`config.mk`:
```
export PLATFORM = sky130hd
export DESIGN_NAME = modem_link_status
export DESIGN_NICKNAME = d
export VERILOG_FILES = /design/src/verilog/modem_status_pkg.sv /design/src/verilog/modem_link_status.sv
export SDC_FILE = /design/constraint.sdc
export NUM_CORES = 1
export LEC_CHECK = 0
export BUFFER_PORTS_ARGS = -buffer_cell sky130_fd_sc_hd__buf_2
export CELL_PAD_IN_SITES_DETAIL_PLACEMENT = 0
export CELL_PAD_IN_SITES_GLOBAL_PLACEMENT = 1
export CORE_MARGIN = 2
export CORE_UTILIZATION = 42
export CTS_CLUSTER_SIZE = 24
export DETAILED_ROUTE_END_ITERATION = 7
export PLACE_DENSITY = 0.95
export SLEW_MARGIN = 30
export SYNTH_ARGS = -nofsm -noshare
export SYNTH_HDL_FRONTEND = slang
export SYNTH_SLANG_ARGS = --single-unit
export TNS_END_PERCENT = 100
```
`constraint.sdc`:
```
create_clock -name ref_clk_i -period 4.4 [get_ports ref_clk_i]
set_input_delay 0.44 -clock ref_clk_i [delete_from_list [all_inputs] [get_ports ref_clk_i]]
set_output_delay 0.44 -clock ref_clk_i [all_outputs]
set_load 0.005 [all_outputs]
```
`src/verilog/modem_status_pkg.sv`:
```
package modem_status_pkg;

    // ----------------------------------------
    // register map
    // ----------------------------------------
    localparam int          ADDR_W           = 6;
    localparam int          DATA_W           = 8;
    localparam logic [5:0]  STATUS_ADDR      = 6'h08;
    localparam logic [5:0]  IRQ_STATUS_ADDR  = 6'h10;
    localparam logic [5:0]  IRQ_MASK_ADDR    = 6'h11;
    localparam logic [7:0]  STATUS_RESET     = 8'h00;
    localparam logic [7:0]  IRQ_RESET        = 8'h00;
    localparam logic [7:0]  UNMAPPED_DATA    = 8'h00;

    // ----------------------------------------
    // status register fields
    // ----------------------------------------
    localparam int          TEMP_CLR_BIT     = 7;
    localparam int          FORCE_FAST_BIT   = 6;
    localparam int          RESERVED_BIT     = 5;
    localparam int          TARGET_BIT       = 4;
    localparam int          CIPHER_BIT       = 3;
    localparam int          MODEM_LSB        = 0;
    localparam int          MODEM_W          = 3;

    // ----------------------------------------
    // interrupt status / mask fields
    // ----------------------------------------
    localparam int          IRQ_TARGET_BIT   = 0;
    localparam int          IRQ_CIPHER_BIT   = 1;
    localparam int          IRQ_TEMP_BIT     = 2;
    localparam int          IRQ_IDLE_BIT     = 3;
    localparam int          IRQ_W            = 4;

    // ----------------------------------------
    // modem state codes
    // ----------------------------------------
    localparam logic [2:0]  CODE_IDLE        = 3'h0;
    localparam logic [2:0]  CODE_WAIT_START  = 3'h1;
    localparam logic [2:0]  CODE_TX_WAIT     = 3'h2;
    localparam logic [2:0]  CODE_SENDING     = 3'h3;
    localparam logic [2:0]  CODE_RX_WAIT     = 3'h4;
    localparam logic [2:0]  CODE_WAIT_DATA   = 3'h5;
    localparam logic [2:0]  CODE_RECEIVING   = 3'h6;

    // ----------------------------------------
    // timing
    // ----------------------------------------
    localparam int          WAIT_CNT_W       = 8;

    typedef enum logic [2:0] {
        ST_IDLE,
        ST_WAIT_START,
        ST_TX_WAIT,
        ST_SENDING,
        ST_RX_WAIT,
        ST_WAIT_DATA,
        ST_RECEIVING
    } modem_state_t;

endpackage

```
`src/verilog/modem_link_status.sv`:
```
// Function
// - status register at 08h, resets to 00h
// - temp clear works only below alarm limit
// - override one forces fast i2c filter
// - override zero follows protocol speed filter
// - select or poll answer sets target flag
// - target flag set only in passive anticollision
// - field off clears target flag
// - cipher flag on encrypts card traffic
// - only successful authentication sets cipher flag
// - cipher flag defined only in reader mode
// - modem field codes idle/send/wait/receive
// - code 001 waits for start bit
// - code 010 transmit wait, optional field wait
// - transmit wait lasts programmed minimum
// - code 100 receive wait with minimum, field
//
// Design decision made here: the strobed register port.
module modem_link_status
    import modem_status_pkg::*;
#(
    parameter int CNT_W = WAIT_CNT_W
) (
    // clock and reset
    input  wire logic              ref_clk_i,
    input  wire logic              rst_b_i,
    input  wire logic              ce_i,
    // register port
    input  wire logic [ADDR_W-1:0] addr_i,
    input  wire logic [DATA_W-1:0] wr_data_i,
    input  wire logic              wr_en_i,
    input  wire logic              rd_en_i,
    output logic      [DATA_W-1:0] rd_data_o,
    // modem sequencing
    input  wire logic              cmd_active_i,
    input  wire logic              start_transmit_bit_i,
    input  wire logic              transmit_wait_for_field_i,
    input  wire logic              receive_wait_for_field_i,
    input  wire logic [CNT_W-1:0]  transmit_wait_time_i,
    input  wire logic [CNT_W-1:0]  receive_wait_time_i,
    input  wire logic              tx_done_i,
    input  wire logic              rx_frame_start_i,
    input  wire logic              rx_done_i,
    input  wire logic              rf_field_present_i,
    // target activation
    input  wire logic              anticoll_active_i,
    input  wire logic              passive_mode_i,
    input  wire logic              select_or_poll_answered_i,
    // cipher and reader mode
    input  wire logic              auth_success_i,
    input  wire logic              reader_card_mode_i,
    // temperature and i2c
    input  wire logic              temp_over_limit_i,
    input  wire logic              i2c_hs_protocol_i,
    // status outputs
    output logic [MODEM_W-1:0]     modem_state_code_o,
    output logic                   cipher_active_o,
    output logic                   encrypt_en_o,
    output logic                   target_activated_flag_o,
    output logic                   temp_error_o,
    output logic                   i2c_filter_fast_o,
    output logic                   irq_o
);

    // ----------------------------------------
    // decode helpers
    // ----------------------------------------
    function automatic logic hit(input logic [ADDR_W-1:0] a,
                                 input logic [ADDR_W-1:0] reg_addr);
        hit = (a == reg_addr);
    endfunction

    function automatic logic [2:0] code_of(input modem_state_t s);
        case (s)
            ST_IDLE:       code_of = CODE_IDLE;
            ST_WAIT_START: code_of = CODE_WAIT_START;
            ST_TX_WAIT:    code_of = CODE_TX_WAIT;
            ST_SENDING:    code_of = CODE_SENDING;
            ST_RX_WAIT:    code_of = CODE_RX_WAIT;
            ST_WAIT_DATA:  code_of = CODE_WAIT_DATA;
            ST_RECEIVING:  code_of = CODE_RECEIVING;
            default:       code_of = CODE_IDLE;
        endcase
    endfunction

    // ----------------------------------------
    // declarations
    // ----------------------------------------
    logic              wr_status;
    logic              wr_irq_status;
    logic              wr_irq_mask;
    modem_state_t      state_q;
    modem_state_t      state_d;
    logic [CNT_W-1:0]  wait_cnt_q;
    logic              tx_wait_done;
    logic              rx_wait_done;
    logic              force_fast_q;
    logic              target_q;
    logic              target_set;
    logic              cipher_q;
    logic              cipher_set;
    logic              temp_err_q;
    logic              temp_set;
    logic              idle_event;
    logic [IRQ_W-1:0]  irq_status_q;
    logic [IRQ_W-1:0]  irq_mask_q;
    logic [IRQ_W-1:0]  irq_events;
    logic [DATA_W-1:0] status_view;
    logic [DATA_W-1:0] rd_data_d;

    assign wr_status     = wr_en_i && hit(addr_i, STATUS_ADDR);
    assign wr_irq_status = wr_en_i && hit(addr_i, IRQ_STATUS_ADDR);
    assign wr_irq_mask   = wr_en_i && hit(addr_i, IRQ_MASK_ADDR);

    // ----------------------------------------
    // modem state machine
    // ----------------------------------------
    assign tx_wait_done = (wait_cnt_q >= transmit_wait_time_i)
                          && (!transmit_wait_for_field_i || rf_field_present_i);
    assign rx_wait_done = (wait_cnt_q >= receive_wait_time_i)
                          && (!receive_wait_for_field_i || rf_field_present_i);

    always_comb begin
        state_d = state_q;
        case (state_q)
            ST_IDLE: begin
                if (cmd_active_i) begin
                    state_d = ST_WAIT_START;
                end
            end
            ST_WAIT_START: begin
                if (start_transmit_bit_i) begin
                    state_d = ST_TX_WAIT;
                end
            end
            ST_TX_WAIT: begin
                if (tx_wait_done) begin
                    state_d = ST_SENDING;
                end
            end
            ST_SENDING: begin
                if (tx_done_i) begin
                    state_d = ST_RX_WAIT;
                end
            end
            ST_RX_WAIT: begin
                if (rx_wait_done) begin
                    state_d = ST_WAIT_DATA;
                end
            end
            ST_WAIT_DATA: begin
                if (rx_frame_start_i) begin
                    state_d = ST_RECEIVING;
                end
            end
            ST_RECEIVING: begin
                if (rx_done_i) begin
                    state_d = ST_WAIT_START;
                end
            end
            default: begin
                state_d = ST_IDLE;
            end
        endcase
        if (!cmd_active_i) begin
            state_d = ST_IDLE;
        end
    end

    always_ff @(posedge ref_clk_i or negedge rst_b_i) begin
        if (!rst_b_i) begin
            state_q <= ST_IDLE;
        end else if (ce_i) begin
            state_q <= state_d;
        end
    end

    // minimum-time counter, restarts on every state change
    always_ff @(posedge ref_clk_i or negedge rst_b_i) begin
        if (!rst_b_i) begin
            wait_cnt_q <= '0;
        end else if (ce_i) begin
            if (state_d != state_q) begin
                wait_cnt_q <= '0;
            end else if (wait_cnt_q != {CNT_W{1'b1}}) begin
                wait_cnt_q <= wait_cnt_q + 1'b1;
            end
        end
    end

    // live code, no latching
    always_ff @(posedge ref_clk_i or negedge rst_b_i) begin
        if (!rst_b_i) begin
            modem_state_code_o <= CODE_IDLE;
        end else if (ce_i) begin
            modem_state_code_o <= code_of(state_d);
        end
    end

    // ----------------------------------------
    // i2c filter override
    // ----------------------------------------
    always_ff @(posedge ref_clk_i or negedge rst_b_i) begin
        if (!rst_b_i) begin
            force_fast_q <= STATUS_RESET[FORCE_FAST_BIT];
        end else if (ce_i && wr_status) begin
            force_fast_q <= wr_data_i[FORCE_FAST_BIT];
        end
    end

    always_ff @(posedge ref_clk_i or negedge rst_b_i) begin
        if (!rst_b_i) begin
            i2c_filter_fast_o <= 1'b0;
        end else if (ce_i) begin
            i2c_filter_fast_o <= force_fast_q || i2c_hs_protocol_i;
        end
    end

    // ----------------------------------------
    // target activation
    // ----------------------------------------
    assign target_set = select_or_poll_answered_i && anticoll_active_i
                        && passive_mode_i;

    always_ff @(posedge ref_clk_i or negedge rst_b_i) begin
        if (!rst_b_i) begin
            target_q <= STATUS_RESET[TARGET_BIT];
        end else if (ce_i) begin
            if (!rf_field_present_i) begin
                target_q <= 1'b0;
            end else if (target_set) begin
                target_q <= 1'b1;
            end
        end
    end

    // ----------------------------------------
    // cipher active flag
    // ----------------------------------------
    assign cipher_set = auth_success_i;

    always_ff @(posedge ref_clk_i or negedge rst_b_i) begin
        if (!rst_b_i) begin
            cipher_q <= STATUS_RESET[CIPHER_BIT];
        end else if (ce_i) begin
            if (cipher_set) begin
                cipher_q <= 1'b1;
            end else if (wr_status && !wr_data_i[CIPHER_BIT]) begin
                cipher_q <= 1'b0;
            end
        end
    end

    always_ff @(posedge ref_clk_i or negedge rst_b_i) begin
        if (!rst_b_i) begin
            encrypt_en_o <= 1'b0;
        end else if (ce_i) begin
            encrypt_en_o <= cipher_q && reader_card_mode_i;
        end
    end

    // ----------------------------------------
    // temperature error latch
    // ----------------------------------------
    assign temp_set = temp_over_limit_i;

    always_ff @(posedge ref_clk_i or negedge rst_b_i) begin
        if (!rst_b_i) begin
            temp_err_q <= 1'b0;
        end else if (ce_i) begin
            if (temp_set) begin
                temp_err_q <= 1'b1;
            end else if (wr_status && wr_data_i[TEMP_CLR_BIT]) begin
                temp_err_q <= 1'b0;
            end
        end
    end

    // ----------------------------------------
    // flag outputs
    // ----------------------------------------
    always_ff @(posedge ref_clk_i or negedge rst_b_i) begin
        if (!rst_b_i) begin
            cipher_active_o         <= 1'b0;
            target_activated_flag_o <= 1'b0;
            temp_error_o            <= 1'b0;
        end else if (ce_i) begin
            cipher_active_o         <= cipher_q;
            target_activated_flag_o <= target_q;
            temp_error_o            <= temp_err_q;
        end
    end

    // ----------------------------------------
    // interrupts
    // ----------------------------------------
    assign idle_event = (state_q != ST_IDLE) && (state_d == ST_IDLE);

    assign irq_events[IRQ_TARGET_BIT] = target_set && rf_field_present_i && !target_q;
    assign irq_events[IRQ_CIPHER_BIT] = cipher_set && !cipher_q;
    assign irq_events[IRQ_TEMP_BIT]   = temp_set && !temp_err_q;
    assign irq_events[IRQ_IDLE_BIT]   = idle_event;

    // set wins over write-one-to-clear
    always_ff @(posedge ref_clk_i or negedge rst_b_i) begin
        if (!rst_b_i) begin
            irq_status_q <= IRQ_RESET[IRQ_W-1:0];
        end else if (ce_i) begin
            irq_status_q <= (irq_status_q & ~({IRQ_W{wr_irq_status}} & wr_data_i[IRQ_W-1:0]))
                            | irq_events;
        end
    end

    always_ff @(posedge ref_clk_i or negedge rst_b_i) begin
        if (!rst_b_i) begin
            irq_mask_q <= IRQ_RESET[IRQ_W-1:0];
        end else if (ce_i && wr_irq_mask) begin
            irq_mask_q <= wr_data_i[IRQ_W-1:0];
        end
    end

    always_ff @(posedge ref_clk_i or negedge rst_b_i) begin
        if (!rst_b_i) begin
            irq_o <= 1'b0;
        end else if (ce_i) begin
            irq_o <= |(irq_status_q & irq_mask_q);
        end
    end

    // ----------------------------------------
    // read path
    // ----------------------------------------
    always_comb begin
        status_view                                  = '0;
        status_view[FORCE_FAST_BIT]                  = force_fast_q;
        status_view[TARGET_BIT]                      = target_q;
        status_view[CIPHER_BIT]                      = cipher_q;
        status_view[MODEM_LSB +: MODEM_W]            = code_of(state_q);
    end

    always_comb begin
        rd_data_d = UNMAPPED_DATA;
        if (rd_en_i) begin
            case (addr_i)
                STATUS_ADDR:     rd_data_d = status_view;
                IRQ_STATUS_ADDR: rd_data_d = {{(DATA_W-IRQ_W){1'b0}}, irq_status_q};
                IRQ_MASK_ADDR:   rd_data_d = {{(DATA_W-IRQ_W){1'b0}}, irq_mask_q};
                default:         rd_data_d = UNMAPPED_DATA;
            endcase
        end
    end

    always_ff @(posedge ref_clk_i or negedge rst_b_i) begin
        if (!rst_b_i) begin
            rd_data_o <= '0;
        end else if (ce_i) begin
            rd_data_o <= rd_data_d;
        end
    end

endmodule // modem_link_status

```
# [Yosys cells after proc, flatten, opt, wreduce, memory -nomap -nowiden]
# Index checks and enable logic that the tools add are counted.
[op_classes] addsub=1 magnitude_cmp=2 eq_ne=18 mux=20 bitwise=5 reduce_logical=37
[op_table] cell="$pmux W3 S6" n=2
[op_table] cell="$mux W8" n=3
[op_table] cell="$mux W3" n=7
[op_table] cell="$pmux W3 S7" n=1
[op_table] cell="$pmux W7 S3" n=1
[op_table] cell="$eq A3 B3 Y1 const B" n=6
[op_table] cell="$logic_and A1 B1 Y1" n=17
[op_table] cell="$ge A8 B8 Y1" n=2
[op_table] cell="$and A4 B4 Y4" n=3
[op_table] cell="$eq A3 B2 Y1 const B" n=4
[op_table] cell="$eq A6 B5 Y1 const B" n=2
[op_table] cell="$add A8 B1 Y8 const B" n=1
[op_table] cell="$ne A8 B8 Y1 const B" n=1
[op_table] cell="$reduce_and A2 Y1" n=4
[op_table] cell="$eq A3 B1 Y1 const B" n=2
[op_table] cell="$eq A6 B4 Y1 const B" n=1
[op_table] cell="$logic_not A1 Y1" n=6
[op_table] cell="$logic_not A3 Y1" n=2
[op_table] cell="$mux W1" n=6
[op_table] cell="$reduce_bool A2 Y1" n=3
[op_table] cell="$not A4 Y4" n=1
[op_table] cell="$or A4 B4 Y4" n=1
[op_table] cell="$reduce_or A4 Y1" n=1
[op_table] cell="$logic_or A1 B1 Y1" n=3
[op_table] cell="3 further kinds" n=3
[word_totals] reg_bits=40 in_bits=50 out_inout_bits=17

# [Longest topological paths before layout]
[depth] ltp_word=9 ltp_mapped=9 depth_no_buf=9

# [Least setup slack after synthesis]
# Ideal clock, no wire load.
[synth_path] kind="input to register" start="input transmit_wait_time_i[0]" end="register wait_cnt_q[0]" setup_time_ns=0.065 arrival_time_ns=2.438 required_ns=4.335 slack_ns=1.897 stages=8 cell_sequence="ha_1 -> nand2b_1 -> a2111oi_0 -> nor4b_2 -> a21o_1 -> or3b_1 -> a211oi_2 -> mux2_2"
[synth_between] elab_chain_len=8 word_cells_on_any_way=9 classes_between="1 x order compare; 1 x eq/ne; 4 x mux; 3 x reduce/logical"
[synth_lines] item="start, declared" line="modem_link_status.sv:39" source="input wire logic [CNT_W-1:0] transmit_wait_time_i,"
[synth_lines] item="$ge A8 B8 Y1 (*)" line="modem_link_status.sv:118" source="assign tx_wait_done = (wait_cnt_q >= transmit_wait_time_i)"
[synth_lines] item="$logic_and A1 B1 Y1 (*)" line="modem_link_status.sv:119" source="&& (!transmit_wait_for_field_i || rf_field_present_i);"
[synth_lines] item="$mux W3 (*)" line="modem_link_status.sv:137" source="if (tx_wait_done) begin"
[synth_lines] item="$pmux W3 S7 (*)" line="modem_link_status.sv:125" source="case (state_q)"
[synth_lines] item="$mux W3 (*)" line="modem_link_status.sv:165" source="if (!cmd_active_i) begin"
[synth_lines] item="$ne A3 B3 Y1 (*)" line="modem_link_status.sv:183" source="if (state_d != state_q) begin"
[synth_lines] item="$reduce_bool A2 Y1 (no source line)"
[synth_lines] item="$reduce_and A2 Y1 (no source line)"
[synth_lines] item="end signal, assigned" line="modem_link_status.sv:186" source="wait_cnt_q <= wait_cnt_q + 1'b1;"
[synth_lines] item="end, declared" line="modem_link_status.sv:94" source="logic [CNT_W-1:0] wait_cnt_q;"
# Mark *: on every way between the ends. The rest lies on a longest branch, timed or not.
# A chain may end at the register's enable or synchronous reset.

# [Worst setup path after layout]
[layout_path] start="register wait_cnt_q[0]" end="register wait_cnt_q[0]"
[layout_between] elab_chain_len=8 word_cells_on_any_way=15 classes_between="1 x add/sub; 2 x order compare; 2 x eq/ne; 6 x mux; 4 x reduce/logical"
[layout_lines] item="$ge A8 B8 Y1, on equally long branches" line="modem_link_status.sv:120, modem_link_status.sv:118"
[layout_lines] item="$logic_and A1 B1 Y1, on equally long branches" line="modem_link_status.sv:121, modem_link_status.sv:119"
[layout_lines] item="$mux W3, on equally long branches" line="modem_link_status.sv:147, modem_link_status.sv:137"
[layout_lines] item="$pmux W3 S7" line="modem_link_status.sv:125"
[layout_lines] item="$mux W3" line="modem_link_status.sv:165"
[layout_lines] item="$ne A3 B3 Y1" line="modem_link_status.sv:183"
[layout_lines] item="$reduce_bool A2 Y1 (no source line)"
[layout_lines] item="$reduce_and A2 Y1 (no source line)"
# Several ways; a longest one is shown, not always the timed one. The select of a mux whose other input is x is not followed.

==> impl_results.md <==
- Status: complete, no violations
- Top cell type's share of synthesized area: 0.400
- Max Cap Viol: 0
- Clock Skew: 0.00592 ns
- Hold Path Class: primary input to asynchronous set/reset pin
- Synth cell types: 48
- Commonest cells post-synth: dfrtp_1, inv_1, nand2_1
- Worst Reg-to-Reg Cells: 9
- Hold buffers post-CTS: 0
- CTS tree: done
- Main combinational cell family by area after synthesis: compound AO/OA/AOI/OAI gates
- DRT Wirelength: 5160 um
- Seq. cell area: 951 um2
- P per Cell Area: 291 mW/mm2
- GRT Overall Usage: 0.168
- Root Buffer: clkbuf_8
- Count leader, synth: dfrtp_1
- VDD IR-drop max: 0.152 mV
- Clk Latency, worst-skew pair: 0.29 ns
- Leakage: 1.39 nW
- Drt wl/cell: 13.0 um
- DP Area: 0.00273 mm2
- CP Capture Type: flop
- Initial antenna violation count: 0
- Largest net degree at the start of global routing: 47
- Post CTS Setup Buffer Count: 0
- Number of inserted diodes: 0
- First-pass GRT wire length: 8450 um
- Slew Viols, Final: 0
- GRT overflow: 0
- Port buffer count: 62
- Adder-cell area share of the yosys netlist: 0.0895
- Number of setup violations in the final report: 0
- HPWL Detailed: 3960 um
- Largest cells by area after synthesis: dfrtp_1, ha_1, mux2_2
- Share of layout cells above drive strength 1: 0.277
- Post-synthesis compound-gate area fraction: 0.212
- Post-Synth Simple-Gate Area: 0.159
- Crit Reg-Reg Startpoint: wait_cnt_q[0]
- Post-synth ARST share: 1.00
- DR pass1 iterations: 4
- Maximum clock path buffer count: 2
- FP Rows: 27
- Chip width: 79.2 um
- Mux cell area share after synthesis: 0.0626
- FF+latch count, synth: 38
- Cells after Synth: 264
- Vias in the first global route: 1,890
- Avg Inst Size Synth: 9.00 um2
- Cell accounting for the most synthesized area: dfrtp_1
- Utilization after layout: 0.519
- Sum Neg Setup Slack: 0 ns
- Fin area: 0.00284 mm2
- Max_slew headroom: 0.350
- Final hold slack: 0.0401 ns
- # IOs: 67
- Post-synthesis sequential area ratio: 0.400
- Achievable Freq: 0.344 GHz
- Starting Density: 0.434
- Vert. Die Dim: 79.2 um
- Worst r2r dst: wait_cnt_q[0]
- RSZ-0062 raised after global routing: no
- Remaining DRCs: 0
- Routed Antenna Nets: 0
- Iteration-0 DRC Markers: 129
- CP Data Required Time: 4.63 ns
- Final-stage net count: 391
- Final period util: 0.661
- Worst-path maximum fanout: 5
- Total core area: 0.00547 mm2
- Via Count: 2,068
- Reg clk slew, reported paths: 0.08 ns
- EDFF count, synth: 0
- Top FF cell, synth: dfrtp_1
- Synth warn: 0
- H-tree depth: 2
- Type of the worst setup path: flop to flop
- Cts repair resizes: 0
- Worst Path Arrival: 3.14 ns
- Cell area after synthesis: 0.00238 mm2
- Fin crit period: 2.91 ns
- Footprint of the multi-input gates: 0.00125 mm2
- XOR/XNOR Fraction of Synth Area: 0
- Final non-filler cell total: 397
- R2R Setup Slk: 1.49 ns
- Vias per cell: 5.21
- Fillcell total: 528
- Final Wtd Congestion: 0.847
- Worst-Margin Slew: 0.961 ns
- Die area: 0.00628 mm2
- Hold Fails Final Rpt: 0
- Worst setup SP type: flop
- Cts bufs inserted: 5
- Placed insts: 388
- Synth-to-layout area growth: 19.6%
- CTS sink count: 38
[how the worst max path moves through the flow]
stage | start | to | cells after the start
3_3_place_gp | transmit_wait_time_i[0] | wait_cnt_q[0] | 9
4_1_cts | wait_cnt_q[0] | wait_cnt_q[3] | 9
2_1_floorplan | transmit_wait_time_i[0] | wait_cnt_q[0] | 8
3_5_place_dp | transmit_wait_time_i[0] | wait_cnt_q[0] | 9
5_1_grt | wait_cnt_q[0] | wait_cnt_q[3] | 9
6_report | wait_cnt_q[0] | wait_cnt_q[0] | 9
[logic make-up after synthesis]
kind of cell / Yosys count
simple gates: 77
compound gates: 74
mux: 13
fa+ha+maj: 17
other cells: 1
flops: 38
buf+inv: 44
[placed cells by master (no fill, tap or decap), types with 4 or more instances in the layout]
master	synthesis	final
mux2_2	12	12
o21a_1	4	4
nand2b_1	4	4
buf_2	1	62
a21oi_1	15	15
nand3_1	6	6
o21ai_0	19	19
a22o_1	5	5
ha_1	17	17
nand2_1	33	33
o22ai_1	6	6
clkbuf_8	0	6
nor2_1	13	13
dfrtp_1	38	38
inv_1	33	33
[stage by stage]
step           total power, mW  setup WS (ns)
6_report                 0.827           1.49
5_1_grt                  0.875           1.36
4_1_cts                  0.833           1.48
3_5_place_dp             0.584           1.45
3_3_place_gp             0.578           1.44
2_1_floorplan            0.520           1.90
[critical path: stages (launching register included)]
cell and delay [ns]:
dfrtp_1 0.41, inv_1 0.08, ha_1 0.26, nand2b_1 0.14, a2111oi_0 0.62, nor4b_2 0.14, a21o_1 0.19, or3b_1 0.37
a211oi_2 0.42, mux2_2 0.23
[report_power, final]
group | switching, mW | leakage (nW) | internal, mW
registers | 0.0324 | 0.478 | 0.375
logic | 0.0867 | 0.864 | 0.0836
clock network | 0.123 | 0.0472 | 0.126
total | 0.242 | 1.39 | 0.585
[sequential cells by signal, summed over array words and instances (netlist names)]
signal,flops
wait_cnt_q,8
rd_data_o,6
modem_state_code_o,3
cipher_active_o,1
target_q,1
cipher_q,1
irq_o,1
temp_error_o,1
state_q,3
encrypt_en_o,1
force_fast_q,1
irq_mask_q,4
irq_status_q,4
i2c_filter_fast_o,1
temp_err_q,1
target_activated_flag_o,1
[per-layer routing]
metal	share of wire	vias up	global-route usage
li1	-	1057	-
met1	0.45	957	0.219
met2	0.50	50	0.291
met3	0.040	4	0.0250
met4	0.011	0	0.0466
met5	0	-	0
[final cells by class]
| type | count | share of cell area |
|---|---|---|
| Tap cell | 72 | 0.0317 |
| Timing Repair Buffer | 63 | 0.116 |
| Sequential cell | 38 | 0.335 |
| Clock buffer | 6 | 0.0290 |
| Clock inverter | 2 | 0.00440 |
| Inverter | 33 | 0.0436 |
| Multi-Input combinational cell | 183 | 0.441 |
(Power assumes the default switching activity.)
